--- config.mk ---
export PLATFORM = sky130hd
export DESIGN_NAME = bpr_regs
export DESIGN_NICKNAME = d
export VERILOG_FILES = /design/src/include/bpr_pkg.sv /design/src/core/bpr_regs.sv
export SDC_FILE = /design/constraint.sdc
export NUM_CORES = 1
export LEC_CHECK = 0
export BUFFER_PORTS_ARGS = -buffer_cell sky130_fd_sc_hd__buf_4
export CORE_MARGIN = 2
export CORE_UTILIZATION = 41
export CTS_BUF_LIST = sky130_fd_sc_hd__clkbuf_8
export CTS_CLUSTER_DIAMETER = 200
export CTS_CLUSTER_SIZE = 30
export DETAILED_ROUTE_END_ITERATION = 7
export GPL_ROUTABILITY_DRIVEN = 0
export PLACE_DENSITY_LB_ADDON = 0.05
export SLEW_MARGIN = 10
export SYNTH_ARGS = -nofsm -noshare
export SYNTH_HDL_FRONTEND = slang
export SYNTH_SLANG_ARGS = --single-unit
export TNS_END_PERCENT = 5
--- constraint.sdc ---
create_clock -name clock_i -period 5.1 [get_ports clock_i]
set_input_delay 0 -clock clock_i [delete_from_list [all_inputs] [get_ports clock_i]]
set_output_delay 0 -clock clock_i [all_outputs]
set_load 0.02 [all_outputs]
--- src/include/bpr_pkg.sv ---
// Summary of operation
// - Nine byte registers, 0x00 status read-only.
// - Reading status deasserts the system alert.
// - Status b0/b1 show short-circuit, discharge/charge.
// - Status b2 shows current strictly above overload.
// - Status b3 shows watchdog clock fault timeout.
// - Status b4 sleeping, b5 zero-volt clamp.
// - Release bit toggled 0-1-0 frees fault latch.
// - Output b1 drives discharge FET on.
// - Output b2 charge FET, reset from strap.
// - Output b3 high turns zero-volt FET off.
// - Output b4 pulls open-drain output low.
// - State b0 requests sleep mode.
// - State b1 enters ship when pack removed.
// - State b2 disables watchdog clock monitoring.
// - Function b0 enables monitoring, else cell grounded.
// - Function b1 presents pack voltage, overrides cell.
// - Function b2-b4 disable overload/short sensing.
// - Function b5 powers the thermistor.
// - Cell b1:b0 picks cell, bottom to top.
// - Cell b3:b2 selects monitor mode.
// - Cell b4-b7 enable balance paths, bottom first.
// - Slave only at 7-bit address 0x20.
// - Register pointer never auto-increments.
// - Sleep accepts writes, returns no read data.
package bpr_pkg;

  localparam logic [6:0] BPR_SLAVE_ADDR = 7'h20;
  localparam logic [7:0] BPR_ADDR_STATUS = 8'h00;
  localparam logic [7:0] BPR_ADDR_FIRST_CTL = 8'h01;
  localparam logic [7:0] BPR_ADDR_LAST = 8'h08;
  localparam int BPR_CTL_COUNT = 8;

  // Control register slots, slot = address - 1.
  localparam logic [2:0] BPR_IDX_OUTPUT = 3'h0;
  localparam logic [2:0] BPR_IDX_STATE = 3'h1;
  localparam logic [2:0] BPR_IDX_FUNC = 3'h2;
  localparam logic [2:0] BPR_IDX_CELL = 3'h3;
  localparam logic [2:0] BPR_IDX_OLV = 3'h4;
  localparam logic [2:0] BPR_IDX_OLT = 3'h5;
  localparam logic [2:0] BPR_IDX_SCC = 3'h6;
  localparam logic [2:0] BPR_IDX_SCD = 3'h7;

  // Writable bits per slot, slot 7 first.
  localparam logic [7:0][7:0] BPR_WR_MASK = {8'hFF, 8'hFF, 8'h0F, 8'h1F,
                                             8'hFF, 8'h3F, 8'h07, 8'h1F};

  localparam logic [7:0] BPR_NO_DATA = 8'hFF;
  localparam logic [7:0] BPR_ZERO_BYTE = 8'h00;
  localparam logic [3:0] BPR_BYTE_BITS = 4'h8;
  localparam logic [3:0] BPR_FIRST_BIT = 4'h1;
  localparam int BPR_MSB = 7;
  localparam logic [1:0] BPR_STRAP_LOAD = 2'h2;

  // Synchroniser lanes: the two link pins above the sense inputs.
  localparam int BPR_SYNC_W = 10;
  localparam int BPR_LANE_SCL = 9;
  localparam int BPR_LANE_SDA = 8;

  typedef struct packed {
    logic short_discharge;
    logic short_charge;
    logic overload;
    logic watchdog_timeout;
    logic zero_volt_clamp;
    logic sleep_pin;
    logic pack_absent;
    logic precharge_mode_strap;
  } bpr_sense_t;

  typedef struct packed {
    logic [1:0] pad;
    logic zero_volt_clamp_flag;
    logic sleeping_flag;
    logic watchdog_fault_flag;
    logic overload_flag;
    logic short_charge_flag;
    logic short_discharge_flag;
  } bpr_status_t;

  typedef struct packed {
    logic [2:0] pad;
    logic open_drain_enable;
    logic zero_volt_fet_off_n;
    logic charge_fet_on;
    logic discharge_fet_on;
    logic fault_latch_release;
  } bpr_out_ctl_t;

  typedef struct packed {
    logic [4:0] pad;
    logic clock_monitor_disable;
    logic ship_request;
    logic sleep_request;
  } bpr_power_state_control_t;

  typedef struct packed {
    logic [1:0] pad;
    logic thermistor_power_on;
    logic short_discharge_sense_off;
    logic short_charge_sense_off;
    logic overload_sense_off;
    logic pack_translate_enable;
    logic voltage_monitor_enable;
  } bpr_func_ctl_t;

  typedef struct packed {
    logic [3:0] balance_en;
    logic [1:0] monitor_mode;
    logic [1:0] cell_pick;
  } bpr_cell_ctl_t;

  typedef struct packed {
    logic discharge_fet_on;
    logic charge_fet_on;
    logic zero_volt_charge_fet;
    logic open_drain_enable;
    logic ship_mode;
    logic clock_monitor_disable;
    logic voltage_monitor_enable;
    logic pack_translate_enable;
    logic cell_out_ground;
    logic overload_sense_off;
    logic short_charge_sense_off;
    logic short_discharge_sense_off;
    logic thermistor_power_on;
    logic fault_latched;
    logic [1:0] cell_pick;
    logic [1:0] monitor_mode;
    logic [3:0] balance_en;
    logic [7:0] overload_threshold;
    logic [7:0] overload_delay;
    logic [7:0] short_charge_config;
    logic [7:0] short_discharge_config;
  } bpr_pins_t;

  typedef enum logic [2:0] {
    BPR_ST_IDLE,
    BPR_ST_ADDR,
    BPR_ST_REG,
    BPR_ST_WDATA,
    BPR_ST_ACK,
    BPR_ST_RDATA,
    BPR_ST_RACK
  } bpr_link_st_t;

  typedef struct packed {
    logic [BPR_SYNC_W-1:0] sync1;
    logic [BPR_SYNC_W-1:0] sync2;
    logic scl_d;
    logic sda_d;
    bpr_link_st_t st;
    bpr_link_st_t ack_next;
    logic [7:0] shift;
    logic [3:0] bit_cnt;
    logic master_ack;
    logic sda_drive;
    logic [7:0] ptr;
    logic [BPR_CTL_COUNT-1:0][7:0] ctl;
    logic [3:0] fault_prev;
    logic alert;
    logic fault_latched;
    logic release_prev;
    logic [1:0] strap_cnt;
    logic strap_done;
    bpr_pins_t pins;
  } bpr_state_t;

endpackage

--- src/core/bpr_regs.sv ---
`timescale 1ns/100ps
`default_nettype none
module bpr_regs
  import bpr_pkg::*;
(
  // Clock and reset
  input wire logic clock_i,
  input wire logic sys_rst_i,
  // Serial link from the host, sda open drain
  input wire logic scl_i,
  input wire logic sda_i,
  output logic sda_o,
  output logic sda_oe_o,
  // Comparator, watchdog and pin levels from the analog side
  input wire bpr_sense_t sense_i,
  // Alert and block controls
  output logic system_alert_n_o,
  output bpr_pins_t pins_o
);

  bpr_state_t q;
  bpr_state_t n;

  logic scl_now;
  logic sda_now;
  logic scl_rise;
  logic scl_fall;
  logic link_start;
  logic link_stop;
  bpr_out_ctl_t out_ctl;
  bpr_power_state_control_t power_state_control;
  bpr_func_ctl_t func_ctl;
  bpr_cell_ctl_t cell_ctl;
  bpr_sense_t sense_s;
  bpr_status_t status;
  logic sleeping;
  logic [2:0] ptr_idx;
  logic ptr_is_ctl;
  logic [7:0] rd_byte;
  logic [3:0] fault_now;
  logic [BPR_CTL_COUNT-1:0][7:0] wr_val;
  logic hold_off;
  logic mon_on;
  bpr_pins_t pins_nxt;

  assign scl_now = q.sync2[BPR_LANE_SCL];
  assign sda_now = q.sync2[BPR_LANE_SDA];
  assign scl_rise = scl_now & ~q.scl_d;
  assign scl_fall = ~scl_now & q.scl_d;
  // Start and stop are only seen while the clock stays high on both samples.
  assign link_start = scl_now & q.scl_d & q.sda_d & ~sda_now;
  assign link_stop = scl_now & q.scl_d & ~q.sda_d & sda_now;

  assign sense_s = bpr_sense_t'(q.sync2[BPR_SYNC_W-3:0]);
  assign out_ctl = bpr_out_ctl_t'(q.ctl[BPR_IDX_OUTPUT]);
  assign power_state_control = bpr_power_state_control_t'(q.ctl[BPR_IDX_STATE]);
  assign func_ctl = bpr_func_ctl_t'(q.ctl[BPR_IDX_FUNC]);
  assign cell_ctl = bpr_cell_ctl_t'(q.ctl[BPR_IDX_CELL]);

  // The sleep pin and the sleep request bit both put the device to sleep.
  assign sleeping = sense_s.sleep_pin | power_state_control.sleep_request;

  // Sleep disables all current and watchdog faults.
  always_comb begin
    status = '0;
    status.short_discharge_flag = sense_s.short_discharge & ~func_ctl.short_discharge_sense_off
                                  & ~sleeping;
    status.short_charge_flag = sense_s.short_charge & ~func_ctl.short_charge_sense_off
                               & ~sleeping;
    status.overload_flag = sense_s.overload & ~func_ctl.overload_sense_off & ~sleeping;
    status.watchdog_fault_flag = sense_s.watchdog_timeout & ~power_state_control.clock_monitor_disable
                                 & ~sleeping;
    status.sleeping_flag = sleeping;
    status.zero_volt_clamp_flag = sense_s.zero_volt_clamp;
  end

  assign fault_now = {status.watchdog_fault_flag, status.overload_flag,
                      status.short_charge_flag, status.short_discharge_flag};

  assign ptr_idx = 3'(q.ptr - BPR_ADDR_FIRST_CTL);
  assign ptr_is_ctl = (q.ptr >= BPR_ADDR_FIRST_CTL) && (q.ptr <= BPR_ADDR_LAST);

  // An unmapped pointer is still acknowledged and reads as zero.
  always_comb begin
    if (sleeping) begin
      rd_byte = BPR_NO_DATA;
    end else if (q.ptr == BPR_ADDR_STATUS) begin
      rd_byte = status;
    end else if (ptr_is_ctl) begin
      rd_byte = q.ctl[ptr_idx];
    end else begin
      rd_byte = BPR_ZERO_BYTE;
    end
  end

  always_comb begin
    logic load_rd;
    logic status_rd;
    logic wr_en;
    logic release_evt;
    load_rd = 1'b0;
    status_rd = 1'b0;
    wr_en = 1'b0;
    release_evt = 1'b0;
    n = q;

    n.sync1 = {scl_i, sda_i, sense_i};
    n.sync2 = q.sync1;
    n.scl_d = scl_now;
    n.sda_d = sda_now;

    case (q.st)
      BPR_ST_IDLE: begin
        n.sda_drive = 1'b0;
      end
      BPR_ST_ADDR, BPR_ST_REG, BPR_ST_WDATA: begin
        if (scl_rise && q.bit_cnt != BPR_BYTE_BITS) begin
          n.shift = {q.shift[BPR_MSB-1:0], sda_now};
          n.bit_cnt = q.bit_cnt + BPR_FIRST_BIT;
        end else if (scl_fall && q.bit_cnt == BPR_BYTE_BITS) begin
          n.bit_cnt = '0;
          n.st = BPR_ST_ACK;
          n.sda_drive = 1'b1;
          if (q.st == BPR_ST_ADDR) begin
            // Any other address, the general call among them, gets no answer.
            if (q.shift[BPR_MSB:1] != BPR_SLAVE_ADDR) begin
              n.st = BPR_ST_IDLE;
              n.sda_drive = 1'b0;
            end else if (q.shift[0]) begin
              n.ack_next = BPR_ST_RDATA;
            end else begin
              n.ack_next = BPR_ST_REG;
            end
          end else if (q.st == BPR_ST_REG) begin
            n.ptr = q.shift;
            n.ack_next = BPR_ST_WDATA;
          end else begin
            // Further data bytes land on the same register.
            wr_en = ptr_is_ctl;
            n.ack_next = BPR_ST_WDATA;
          end
        end
      end
      BPR_ST_ACK: begin
        if (scl_fall) begin
          n.sda_drive = 1'b0;
          if (q.ack_next == BPR_ST_RDATA) begin
            load_rd = 1'b1;
          end else begin
            n.st = q.ack_next;
          end
        end
      end
      BPR_ST_RDATA: begin
        if (scl_fall) begin
          if (q.bit_cnt == BPR_BYTE_BITS) begin
            n.sda_drive = 1'b0;
            n.st = BPR_ST_RACK;
          end else begin
            n.shift = {q.shift[BPR_MSB-1:0], 1'b0};
            n.sda_drive = ~q.shift[BPR_MSB-1];
            n.bit_cnt = q.bit_cnt + BPR_FIRST_BIT;
          end
        end
      end
      BPR_ST_RACK: begin
        if (scl_rise) begin
          n.master_ack = ~sda_now;
        end else if (scl_fall) begin
          if (q.master_ack) begin
            load_rd = 1'b1;
          end else begin
            n.st = BPR_ST_IDLE;
          end
        end
      end
      default: begin
        n.st = BPR_ST_IDLE;
        n.sda_drive = 1'b0;
      end
    endcase

    if (load_rd) begin
      n.shift = rd_byte;
      n.sda_drive = ~rd_byte[BPR_MSB];
      n.bit_cnt = BPR_FIRST_BIT;
      n.st = BPR_ST_RDATA;
      // A read in sleep returns nothing, so it does not count as seen.
      status_rd = (q.ptr == BPR_ADDR_STATUS) & ~sleeping;
    end

    if (link_start) begin
      n.st = BPR_ST_ADDR;
      n.bit_cnt = '0;
      n.sda_drive = 1'b0;
    end else if (link_stop) begin
      n.st = BPR_ST_IDLE;
      n.sda_drive = 1'b0;
    end

    // Writes are taken in sleep too, and reserved bits never store.
    if (wr_en) begin
      n.ctl[ptr_idx] = wr_val[ptr_idx];
    end

    // The strap settles through the synchroniser before it is caught.
    if (!q.strap_done) begin
      n.strap_cnt = q.strap_cnt + 2'h1;
      if (q.strap_cnt == BPR_STRAP_LOAD) begin
        n.strap_done = 1'b1;
        n.ctl[BPR_IDX_OUTPUT][$bits(out_ctl.fault_latch_release)+
                              $bits(out_ctl.discharge_fet_on)] =
          sense_s.precharge_mode_strap;
      end
    end

    // Only the falling half of a 0-1-0 toggle frees the latch; a fault still present wins.
    release_evt = q.release_prev & ~out_ctl.fault_latch_release;
    n.release_prev = out_ctl.fault_latch_release;
    n.fault_latched = (|fault_now) | (q.fault_latched & ~release_evt);

    n.fault_prev = fault_now;
    n.alert = (|(fault_now & ~q.fault_prev)) | (q.alert & ~status_rd);

    n.pins = pins_nxt;
  end

  // Each slot keeps only its writable bits, so reserved bits read back as zero.
  for (genvar s = 0; s < BPR_CTL_COUNT; s++) begin : g_slot
    assign wr_val[s] = q.shift & BPR_WR_MASK[s];
  end

  assign hold_off = q.fault_latched | sleeping;
  assign mon_on = func_ctl.voltage_monitor_enable & ~sleeping;

  // Sleep and a latched fault override the host's bits but never the stored
  // bytes, so every output comes back as it was once sleep ends.
  always_comb begin
    pins_nxt = '0;

    // Power path drives.
    pins_nxt.discharge_fet_on =
      out_ctl.discharge_fet_on
      & ~hold_off;
    pins_nxt.charge_fet_on =
      out_ctl.charge_fet_on
      & ~hold_off;
    pins_nxt.zero_volt_charge_fet =
      ~out_ctl.zero_volt_fet_off_n
      & ~hold_off;
    pins_nxt.open_drain_enable =
      out_ctl.open_drain_enable
      & ~sleeping;
    pins_nxt.fault_latched =
      q.fault_latched;

    // Power modes and supervision.
    pins_nxt.ship_mode =
      power_state_control.ship_request
      & sense_s.pack_absent;
    pins_nxt.clock_monitor_disable =
      power_state_control.clock_monitor_disable;

    // Voltage monitor path.
    pins_nxt.voltage_monitor_enable =
      mon_on;
    pins_nxt.cell_out_ground =
      ~mon_on;
    pins_nxt.pack_translate_enable =
      func_ctl.pack_translate_enable
      & mon_on;
    pins_nxt.thermistor_power_on =
      func_ctl.thermistor_power_on
      & ~sleeping;

    // Current sensing is switched off while asleep.
    pins_nxt.overload_sense_off =
      func_ctl.overload_sense_off
      | sleeping;
    pins_nxt.short_charge_sense_off =
      func_ctl.short_charge_sense_off
      | sleeping;
    pins_nxt.short_discharge_sense_off =
      func_ctl.short_discharge_sense_off
      | sleeping;

    // Cell selection and balancing.
    pins_nxt.cell_pick =
      cell_ctl.cell_pick;
    pins_nxt.monitor_mode =
      cell_ctl.monitor_mode;
    pins_nxt.balance_en =
      sleeping ? 4'h0 : cell_ctl.balance_en;

    // Threshold and delay codes pass straight to the analog side.
    pins_nxt.overload_threshold =
      q.ctl[BPR_IDX_OLV];
    pins_nxt.overload_delay =
      q.ctl[BPR_IDX_OLT];
    pins_nxt.short_charge_config =
      q.ctl[BPR_IDX_SCC];
    pins_nxt.short_discharge_config =
      q.ctl[BPR_IDX_SCD];
  end

  always_ff @(posedge clock_i or posedge sys_rst_i) begin
    if (sys_rst_i) begin
      q <= '0;
    end else begin
      q <= n;
    end
  end

  assign sda_o = 1'b0;
  assign sda_oe_o = q.sda_drive;
  assign system_alert_n_o = ~q.alert;
  assign pins_o = q.pins;

endmodule
`default_nettype wire

==> results of run 1 <==
-- state kept, by name, summed over array words and instances (netlist names) --
register / flops
pins_o: 54
n: 45
sda_oe_o: 1
func_ctl: 8
power_state_control: 8
out_ctl: 8
q: 46
cell_ctl: 8
-- per-stage QoR --
step           util [%]  hold slack (ps)  worst slack, ps
2_1_floorplan         -             31.4              270
3_5_place_dp       43.8              111             2390
3_3_place_gp       43.7              109             2200
6_report           46.9              174             2400
4_1_cts            46.8              146             2380
5_1_grt            46.9              156             2260
-- cells in the mapped netlist (10+ instances only) --
cell      count
buf_4        55
mux2_2       58
o21ai_0      12
dfrtp_1     178
clkbuf_1     18
nand2_1      36
nor2_1       21
mux4_2       10
inv_1        18
a21oi_1      17
nor2b_1      23
-- how the worst max path moves through the flow --
stage                            start                      end  slack (ps)  cells after the start
global route        q[138]$_DFFE_PP0P_        n[17]$_DFFE_PP0P_        2260                      7
CTS                 q[138]$_DFFE_PP0P_        n[16]$_DFFE_PP0P_        2380                      7
finish              q[138]$_DFFE_PP0P_        n[16]$_DFFE_PP0P_        2400                      7
floorplan                    sys_rst_i  cell_ctl[0]$_DFFE_PP0P_         270                      1
global placement    q[128]$_DFFE_PP0P_       q[143]$_DFFE_PP0P_        2200                      7
detailed placement  q[138]$_DFFE_PP0P_        n[16]$_DFFE_PP0P_        2390                      7
-- power breakdown --
| group | total [mW] | switching, mW | internal [mW] |
|---|---|---|---|
| Combinational | 0.126 | 0.0755 | 0.0507 |
| Clock | 1.06 | 0.546 | 0.517 |
| Sequential | 1.55 | 0.100 | 1.45 |
-- repair_timing --
| item | in CTS | in global routing |
|---|---|---|
| hold buffers | 11 | 0 |
| gates resized for setup | 0 | 0 |
| hold endpoints to repair | 135 | 0 |
-- final cells by class --
cell class / instances / area (µm²) / share of cell area [%]
Timing Repair Buffer: 83 / 651 / 7.73
Sequential cell: 178 / 4450 / 52.9
Multi-Input combinational cell: 322 / 2510 / 29.8
Clock inverter: 14 / 195 / 2.32
Inverter: 18 / 75.1 / 0.892
Clock buffer: 18 / 248 / 2.94
Tap cell: 229 / 287 / 3.40
-- kinds of logic after synthesis --
| logic type | Yosys count | share of synthesized area (%) |
|---|---|---|
| buffers and inverters | 94 | 7.46 |
| adder cells (fa/ha/maj) | 6 | 0.999 |
| flip-flops | 178 | 59.3 |
| multiplexers | 73 | 12.4 |
| AO/OA/AOI/OAI | 81 | 7.46 |
| other | 1 | 0.0499 |
| AND/OR/NAND/NOR | 157 | 12.0 |
| XOR/XNOR | 4 | 0.466 |
-- metal layers --
layer,vias to the layer above,share of wire [%]
met4,0,1.2
met5,-,0
li1,2081,-
met3,17,3.7
met1,2299,47
met2,97,48
-- critical path, stage by stage (launching register included) --
cell and delay [ps]:
dfrtp_1 430, inv_1 70, ha_1 180, nand3b_4 120
or3_1 480, a211o_1 420, nor2_2 480, mux2_2 400
==> results.tsv, run 1 <==
stage	metric	value	unit
layout	antennaDiodeCount	0	
critical_path	cp.required	5460	ps
synthesis	synth_seq_area_share	59.3	%
floorplanning	start_util	41.8	%
sta	rsz0062_at_grt	no	
clock_network	root_buffer	clkbuf_8	
clock_network	cts_buffers	17	
synthesis	ys.flop_type	dfrtp_1	
synthesis	yosys.area.top_type	dfrtp_1	
sta	finalSetupViolations	0	
floorplanning	dieArea	0.0194	mm²
global_routing	grt_use_total	17.6	%
clock_network	htree_levels	4	
synthesis	mappedNetlistNets	612	
global_routing	gr-usage-met3	3.37	%
clock_network	cts_tree	built	
layout	syn2layout_area_growth	12.0	%
sta	max_freq	0.371	GHz
global_routing	met2_usage	27.8	%
global_routing	grt-ovfl-total	0	
floorplanning	coreArea	0.0180	mm²
critical_path	crit_type	reg2reg	
detailed_routing	post-route-drc-count	0	
critical_path	reg2regPathDepth	7	
sta	final_hold_viol_count	0	
synthesis	ys_async_sr_fraction	100	%
detailed_routing	ant_nets	0	
job	drv_cap	0	
sta	fin_crit_sh	52.9	%
clock_network	path_clk_slew	100	ps
critical_path	arrival	3060	ps
critical_path	start_kind	flip-flop	
critical_path	regToRegSetupSlack	2400	ps
detailed_routing	vias	4494	
place	dp.cells	819	
place	place_area	0.00786	mm²
synthesis	yosys_warnings	0	
floorplanning	die_h	139	µm
sta	post-route-min-period	2700	ps
detailed_routing	firstDrtPassIters	4	
floorplanning	ios	69	
critical_path	r2r_start	q[138]$_DFFE_PP0P_	
layout	final_common_cell	dfrtp_1	
clock_network	cts_setup_buffers	0	
global_routing	grt_pass1_wl	26.3	mm
synthesis	synth-seq-cells	178	
synthesis	synthCells	594	
sta	worst_pin_slew	894	ps
global_routing	grt.busiest_layer	met2	
place	dp_hpwl	11.1	mm
hold_path	hp-class	in2reg	
synthesis	synth_area_leaders	dfrtp_1, mux2_2, buf_4, mux4_2, nor2b_1	
status	status	finished clean	
pwr	vdd_drop_max	157	µV
pwr	fin_total_pwr	2.74	mW
detailed_routing	wl_per_cell	18.9	µm
critical_path	r2r_end	n[16]$_DFFE_PP0P_	
layout	fin_nets	638	
detailed_routing	routed_wl	16.3	mm
layout	layout-drive-gt1-share	30.0	%
hold_path	hold_depth	2	
global_routing	grt_use_met1	24.7	%
synthesis	ys_types	60	
synthesis	syn_avg_cell_area	12.7	µm²
hold_path	hold_end	n[163]$_DFF_PP0_	
layout	fin_area	0.00842	mm²
pwr	power_density	325	mW/mm²
synthesis	synth_enable_flop_cells	0	
synthesis	yosysTopAreaCellShare	59.3	%
critical_path	crit_fanout	8	
layout	finalNonFillerCells	862	
sta	setup_tns	0	ps
layout	final_cell_mix	dfrtp_1, buf_4, mux2_2	
pwr	p_leak	4.05	nW
detailed_routing	drt_iter0_markers	278	
clock_network	cts.sinks	178	
global_routing	first_global_vias	4607	
clock_network	clock_path_buffers	2	
sta	slew_headroom	40.2	%
detailed_routing	routed_via_density	5.21	
synthesis	syn_area	0.00752	mm²
floorplanning	die_x	139	µm
sta	slew_violations	0	
global_routing	grt_max_degree	127	
floorplanning	rows	49	
global_routing	antenna_found_initial	0	
layout	fillers	1629	
clock_network	clock_latency	470	ps
place	port_buffers	67	
sta	skew	15.0	ps
hold_path	hold_start	sense_i[5]	
critical_path	worstSetupEndpointType	flip-flop	
Note: power is estimated with default switching activity, not from simulation.
==> run 2, diff against run 1 <==
--- a/config.mk
+++ b/config.mk
@@ -5,6 +5,7 @@
 export SDC_FILE = /design/constraint.sdc
 export NUM_CORES = 1
 export LEC_CHECK = 0
+export ABC_AREA = 1
 export BUFFER_PORTS_ARGS = -buffer_cell sky130_fd_sc_hd__buf_4
 export CORE_MARGIN = 2
 export CORE_UTILIZATION = 41
==> constraint.sdc (replaced) <==
create_clock -name clock_i -period 2.6 [get_ports clock_i]
set_input_delay 0 -clock clock_i [delete_from_list [all_inputs] [get_ports clock_i]]
set_output_delay 0 -clock clock_i [all_outputs]
set_load 0.02 [all_outputs]
==> run 2 against run 1 <==
Against the previous run:
- clock power is 86% higher
- hold slack lost 1.1 ps
- power rose by 96%
- synthesized area is 1.7% higher
- sequential share of layout area fell by 0.83 points
- setup slack worse by 1900 ps
- non-clock buffer count is 7 higher
- cell count grew 31%
- critical path depth is 4 higher
- wire length up 4.1%
- core utilization increased by 0.26 points
- largest power group unchanged
==> results.tsv, run 2 <==
stage	metric	value	unit	change
synthesis	yosys.area.top_type	dfrtp_1		unchanged
pwr	power_density	626	mW/mm²	was 325 mW/mm²
sta	final_hold_viol_count	0		unchanged
critical_path	r2r_end	out_ctl[2]$_DFF_PP0_		was n[16]$_DFFE_PP0P_
critical_path	r2r_start	q[138]$_DFFE_PP0P_		unchanged
synthesis	yosys_warnings	0		unchanged
synthesis	ys_top_cells_by_count	nand2_1, dfrtp_1, nor2_1, inv_1, buf_4		was dfrtp_1, mux2_2, buf_4, nand2_1, nor2b_1
hold_path	hold_end	n[166]$_DFF_PP0_		was n[163]$_DFF_PP0_
floorplanning	rows	49		unchanged
pwr	fin_total_pwr	5.35	mW	was 2.74 mW
critical_path	crit_fanout	12		was 8
global_routing	grt_max_degree	51		was 127
synthesis	ys_async_sr_fraction	100	%	unchanged
critical_path	cp.required	2960	ps	was 5460 ps
detailed_routing	drt_iter0_markers	371		was 278
sta	post-route-min-period	2060	ps	was 2700 ps
place	place_area	0.00803	mm²	was 0.00786 mm²
clock_network	cts.sinks	178		unchanged
global_routing	antenna_found_initial	0		unchanged
sta	fin_crit_sh	79.2	%	was 52.9%
synthesis	synth_seq_area_share	58.3	%	was 59.3%
pwr	p_leak	4.41	nW	was 4.05 nW
sta	slew_violations	0		unchanged
global_routing	grt-ovfl-total	0		unchanged
layout	utilization	47.1	%	was 46.9%
detailed_routing	wl_per_cell	15.0	µm	was 18.9 µm
critical_path	arrival	2420	ps	was 3060 ps
synthesis	ys.flop_type	dfrtp_1		unchanged
sta	setup_tns	0	ps	unchanged
sta	slew_headroom	49.0	%	was 40.2%
synthesis	synth-seq-cells	178		unchanged
place	dp.cells	1083		was 819
synthesis	synth_enable_flop_cells	0		unchanged
synthesis	yosysMostFrequentCell	nand2_1		was dfrtp_1
hold_path	hold_start	sda_i		was sense_i[5]
layout	final_common_cell	nand2_1		was dfrtp_1
critical_path	worstSetupEndpointType	flip-flop		unchanged
detailed_routing	post-route-drc-count	0		unchanged
layout	fillers	1758		was 1,629
clock_network	post_cts_resized	0		unchanged
status	status	finished clean		unchanged
detailed_routing	firstDrtPassIters	5		was 4
sta	skew	11.5	ps	was 15.0 ps
job	drv_cap	0		unchanged
clock_network	root_buffer	clkbuf_8		unchanged
synthesis	mappedNetlistNets	870		was 612
sta	rsz0062_at_grt	no		unchanged
detailed_routing	ant_nets	0		unchanged
floorplanning	coreArea	0.0181	mm²	was 0.0180 mm²
clock_network	path_clk_slew	100	ps	about the same
sta	max_freq	0.486	GHz	was 0.371 GHz
layout	final_cell_mix	nand2_1, dfrtp_1, nor2_1		was dfrtp_1, buf_4, mux2_2
global_routing	grt_use_total	18.5	%	was 17.6%
place	dp_hpwl	12.1	mm	was 11.1 mm
global_routing	grt_pass1_wl	28.4	mm	was 26.3 mm
synthesis	ys_types	31		was 60
hold_path	hold_depth	2		unchanged
critical_path	crit_type	reg2reg		unchanged
layout	largest_reg_flops	54		unchanged
layout	fin_area	0.00855	mm²	was 0.00842 mm²
critical_path	start_kind	flip-flop		unchanged
sta	finalSetupViolations	0		unchanged
layout	layout-drive-gt1-share	17.6	%	was 30.0%
clock_network	cts_buffers	17		unchanged
layout	antennaDiodeCount	0		unchanged
floorplanning	die_x	141	µm	was 139 µm
clock_network	clock_path_buffers	2		unchanged
synthesis	syn_avg_cell_area	8.97	µm²	was 12.7 µm²
floorplanning	die_h	141	µm	was 139 µm
clock_network	htree_levels	4		unchanged
detailed_routing	routed_via_density	4.85		was 5.21
detailed_routing	vias	5457		was 4,494
layout	fin_nets	902		was 638
synthesis	synth_area_leaders	dfrtp_1, nand2_1, buf_4, nor2_1, inv_1		was dfrtp_1, mux2_2, buf_4, mux4_2, nor2b_1
layout	finalNonFillerCells	1126		was 862
sta	worst_pin_slew	763	ps	was 894 ps
place	port_buffers	67		unchanged
pwr	vdd_drop_max	316	µV	was 157 µV
floorplanning	start_util	42.1	%	was 41.8%
detailed_routing	routed_wl	16.9	mm	was 16.3 mm
clock_network	cts_tree	built		unchanged
floorplanning	ios	69		unchanged
floorplanning	dieArea	0.0198	mm²	was 0.0194 mm²
critical_path	regToRegSetupSlack	540	ps	was 2400 ps
critical_path	reg2regPathDepth	11		was 7
global_routing	first_global_vias	5350		was 4,607
synthesis	yosysTopAreaCellShare	58.3	%	was 59.3%
layout	syn2layout_area_growth	11.8	%	was 12.0%
synthesis	synthCells	852		was 594
hold_path	hp-class	in2reg		unchanged
clock_network	clock_latency	460	ps	was 470 ps
synthesis	syn_area	0.00765	mm²	was 0.00752 mm²
-- run 2: cell types whose count changed in the layout (fill, tap and decap cells not counted), sizes merged, moves of 10 or more --
cell | before | now
nand2 | 36 | 224
o21ai | 12 | 87
inv | 26 | 100
nor2 | 26 | 93
mux2 | 58 | 0
nand3 | 7 | 39
nor2b | 23 | 0
mux4 | 10 | 0
-- run 2: how the worst max path moves through the flow --
stage,startpoint,to,slack (ps),cells past startpoint
2_1_floorplan,sys_rst_i,cell_ctl[0]$_DFFE_PP0P_,320,1
3_3_place_gp,q[138]$_DFFE_PP0P_,power_state_control[0]$_DFFE_PP0P_,580,9
3_5_place_dp,q[138]$_DFFE_PP0P_,out_ctl[2]$_DFF_PP0_,540,11
4_1_cts,q[138]$_DFFE_PP0P_,out_ctl[2]$_DFF_PP0_,510,11
5_1_grt,q[138]$_DFFE_PP0P_,power_state_control[1]$_DFFE_PP0P_,300,9
6_report,q[138]$_DFFE_PP0P_,out_ctl[2]$_DFF_PP0_,540,11
-- run 2: critical path, cell delays in order (launching register included) --
cell and delay (ps):
dfrtp_1 420, inv_1 90, ha_1 180, nand3_2 130, nor2_2 160, nand2_2 120, nor2_8 260, nand3_2 280
nand2_1 140, nand3_1 70, nand2_1 70, inv_1 30
-- run 2: timing repair --
item                                   CTS  global route
hold buffers                            11             0
setup buffers                            0             0
endpoints found under the hold margin   37             0
-- run 2: cell families (layout without fill, tap and decap cells) --
kind of cell,count (synthesis),after routing,share of synthesized area [%]
buf+inv,173,218,11.6
fa+ha+maj,6,6,0.982
flops,178,178,58.3
compound gates,117,117,7.85
other cells,1,1,0.0490
xor+xnor,3,3,0.344
simple gates,374,374,21.0
-- run 2: layout make-up --
type / instances / area, µm² / area share [%]
clock buffers: 19 / 262 / 3.06
repair buffers: 90 / 728 / 8.51
well taps: 229 / 287 / 3.35
inverters: 96 / 364 / 4.26
multi-input cells: 501 / 2310 / 27.0
clock inverters: 13 / 149 / 1.74
flip-flops and latches: 178 / 4450 / 52.1
-- run 2: report_power, final --
group          internal [mW]  total [mW]  switching (mW)
clock network          0.925        1.97            1.04
logic                  0.125       0.489           0.363
registers               2.84        2.90          0.0574
total                   3.89        5.35            1.46
-- run 2: metal layers --
metal  vias up  wire length, µm  global-route usage (%)  share of wire, %
li1       2680                -                       -                 -
met1      2634             8100                    25.7                48
met2       118             7820                    29.6                46
met3        25              631                    3.01               3.7
met4         0              359                    6.68               2.1
met5         -                0                       0                 0
-- run 2: per-stage QoR --
step,hold slack [ps],setup WS [ps]
6_report,173,542
5_1_grt,155,303
4_1_cts,148,506
3_5_place_dp,111,536
3_3_place_gp,109,578
2_1_floorplan,31.4,319
==> run 3, diff against run 2 <==
==> constraint.sdc (replaced) <==
create_clock -name clock_i -period 1.8 [get_ports clock_i]
set_input_delay 0 -clock clock_i [delete_from_list [all_inputs] [get_ports clock_i]]
set_output_delay 0 -clock clock_i [all_outputs]
set_load 0.02 [all_outputs]
==> run 3 against run 2 <==
Against the previous run:
- flip-flop and latch count unchanged
- sequential share of layout area decreased by 3.2 points
- non-clock buffer count is 38 higher
- setup slack worse by 520 ps
- count of clock-buffer cells in the layout down 1
- sequential power grew 44%
- wire length grew 5.2%
- combinational power is 78% higher
- via count is 3.3% higher
==> results.tsv, run 3 (synthesized netlist as in run 2, its figures left out) <==
stage	metric	value	unit	change
sta	worst_pin_slew	498	ps	was 763 ps
critical_path	start_kind	flip-flop		unchanged
floorplanning	dieArea	0.0198	mm²	unchanged
detailed_routing	wl_per_cell	15.2	µm	was 15.0 µm
detailed_routing	firstDrtPassIters	5		unchanged
critical_path	crit_top_cell	nand3_4		
critical_path	cp.required	2140	ps	was 2960 ps
sta	fin_crit_sh	98.6	%	was 79.2%
clock_network	cts_buffers	17		unchanged
layout	fin_nets	945		was 902
layout	multi_input_area	0.00252	mm²	was 0.00231 mm²
critical_path	crit_fanout	8		was 12
floorplanning	die_x	141	µm	unchanged
detailed_routing	post-route-drc-count	0		unchanged
floorplanning	ios	69		unchanged
critical_path	critPathSlowestCell	dfrtp_1		unchanged
layout	final_common_cell	nand2_1		unchanged
global_routing	grt_max_degree	59		was 51
sta	rsz0062_at_grt	yes		was no
sta	skew	10.3	ps	was 11.5 ps
sta	post-route-min-period	1770	ps	was 2060 ps
detailed_routing	drt_iter0_markers	355		was 371
floorplanning	start_util	42.1	%	unchanged
critical_path	path_cells	inv_2, ha_4, nand3_4, nor2_4, nand2_4, nor2_8, buf_12, nand3_4, nand2_1, o21ai_1		was inv_1, ha_1, nand3_2, nor2_2, nand2_2, nor2_8, nand3_2, nand2_1, nand3_1, nand2_1, inv_1
detailed_routing	vias	5636		was 5,457
global_routing	antenna_found_initial	0		unchanged
clock_network	root_buffer	clkbuf_8		unchanged
layout	regArea	0.00446	mm²	was 0.00445 mm²
pwr	vdd_drop_max	482	µV	was 316 µV
sta	final_hold_viol_count	0		unchanged
critical_path	path_buf_inv	2		unchanged
place	dp.cells	1117		was 1,083
clock_network	cts_tree	built		unchanged
layout	largest_reg_flops	54		unchanged
critical_path	cp_top_family	simple AND/OR/NAND/NOR gates		unchanged
critical_path	reg2regPathDepth	10		was 11
critical_path	cp_num_cells	10		was 11
global_routing	grt-ovfl-total	0		unchanged
status	status	finished clean		unchanged
sta	max_freq	0.564	GHz	was 0.486 GHz
layout	antennaDiodeCount	0		unchanged
global_routing	grt_pass1_wl	28.6	mm	was 28.4 mm
job	drv_cap	0		unchanged
place	dp_hpwl	12.5	mm	was 12.1 mm
layout	layout-drive-gt1-share	24.1	%	was 17.6%
critical_path	worstSetupEndpointType	flip-flop		unchanged
critical_path	r2r_start	q[139]$_DFFE_PP0P_		was q[138]$_DFFE_PP0P_
hold_path	hp-class	in2async		was in2reg
floorplanning	coreArea	0.0181	mm²	unchanged
place	port_buffers	67		unchanged
global_routing	grt_use_total	18.6	%	was 18.5%
detailed_routing	routed_via_density	4.82		was 4.85
critical_path	crit_type	reg2reg		unchanged
critical_path	regToRegSetupSlack	30	ps	was 540 ps
layout	syn2layout_area_growth	19.2	%	was 11.8%
sta	slew_headroom	66.8	%	was 49.0%
critical_path	r2r_end	n[15]$_DFFE_PP0P_		was out_ctl[2]$_DFF_PP0_
global_routing	first_global_vias	5482		was 5,350
pwr	power_density	857	mW/mm²	was 626 mW/mm²
detailed_routing	routed_wl	17.8	mm	was 16.9 mm
pwr	p_leak	4.64	nW	was 4.41 nW
sta	finalSetupViolations	0		unchanged
layout	finalNonFillerCells	1169		was 1,126
sta	slew_violations	0		unchanged
clock_network	clock_path_buffers	2		unchanged
layout	final_cell_mix	nand2_1, dfrtp_1, buf_4		was nand2_1, dfrtp_1, nor2_1
layout	fillers	1708		was 1,758
sta	worst_hold_slack	130	ps	was 173 ps
clock_network	clock_latency	460	ps	about the same
critical_path	cpPeakStageDelay	400	ps	was 420 ps
critical_path	arrival	2110	ps	was 2420 ps
detailed_routing	ant_nets	0		unchanged
clock_network	cts.sinks	178		unchanged
floorplanning	rows	49		unchanged
clock_network	htree_levels	4		unchanged
floorplanning	die_h	141	µm	unchanged
clock_network	path_clk_slew	90	ps	was 100 ps
run 3: what timing repair did:
item	CTS	global route
hold buffers	11	0
hold endpoints to repair	180	0
resized for setup	8	38
pin swaps	2	8
gates cloned	0	5
setup endpoints to repair	60	82
buffers inserted	2	2
run 3: power breakdown:
part	switching, mW	total (mW)	internal, mW	leakage, nW
clock	1.47	2.76	1.29	0.208
combinational	0.566	0.872	0.306	2.05
sequential	0.0754	4.18	4.10	2.38
run 3: worst max-delay path by stage:
stage,from,end
2_1_floorplan,sys_rst_i,cell_ctl[0]$_DFFE_PP0P_
3_3_place_gp,q[129]$_DFFE_PP0P_,q[142]$_DFFE_PP0P_
3_5_place_dp,q[139]$_DFFE_PP0P_,func_ctl[2]$_DFFE_PP0P_
4_1_cts,q[139]$_DFFE_PP0P_,n[2]$_DFFE_PP0P_
5_1_grt,q[139]$_DFFE_PP0P_,n[13]$_DFFE_PP0P_
6_report,q[139]$_DFFE_PP0P_,n[15]$_DFFE_PP0P_
run 3: metal layers:
layer	vias to the layer above	track usage, %	part of all wire (%)
met1	2691	25.3	45
met2	143	29.9	48
li1	2775	-	-
met5	-	0	0
met3	27	4.51	5.0
met4	0	5.68	1.9
run 3: worst reg2reg max path, cell delays in order, from the launching register on:
cell and delay (ps):
dfrtp_1 400, inv_2 90, ha_4 150, nand3_4 70, nor2_4 160, nand2_4 90, nor2_8 210, buf_12 180
nand3_4 140, nand2_1 90, o21ai_1 60
run 3: through the flow:
stage / TNS (ps) / total power, mW / util (%) / setup slack [ps] / cell area, µm²
after floorplan: -103740 / 4.65 / - / -481 / 7650
after global placement: -49.6 / 5.06 / 45.9 / -18.8 / 8340
after detailed placement: -1630 / 5.07 / 45.9 / -101 / 8340
after CTS: -642 / 7.89 / 49.0 / -43.2 / 8900
after global routing: -2610 / 8.19 / 50.2 / -98.8 / 9120
final: 0 / 7.81 / 50.2 / 25.6 / 9120
run 3: layout make-up:
class                      instances  share of cell area (%)
timing repair buffer             128                    11.9
clock buffer                      18                    2.72
sequential                       178                    48.9
inverter                          96                    4.02
multi-input combinational        506                    27.6
tap                              229                    3.14
clock inverter                    14                    1.69
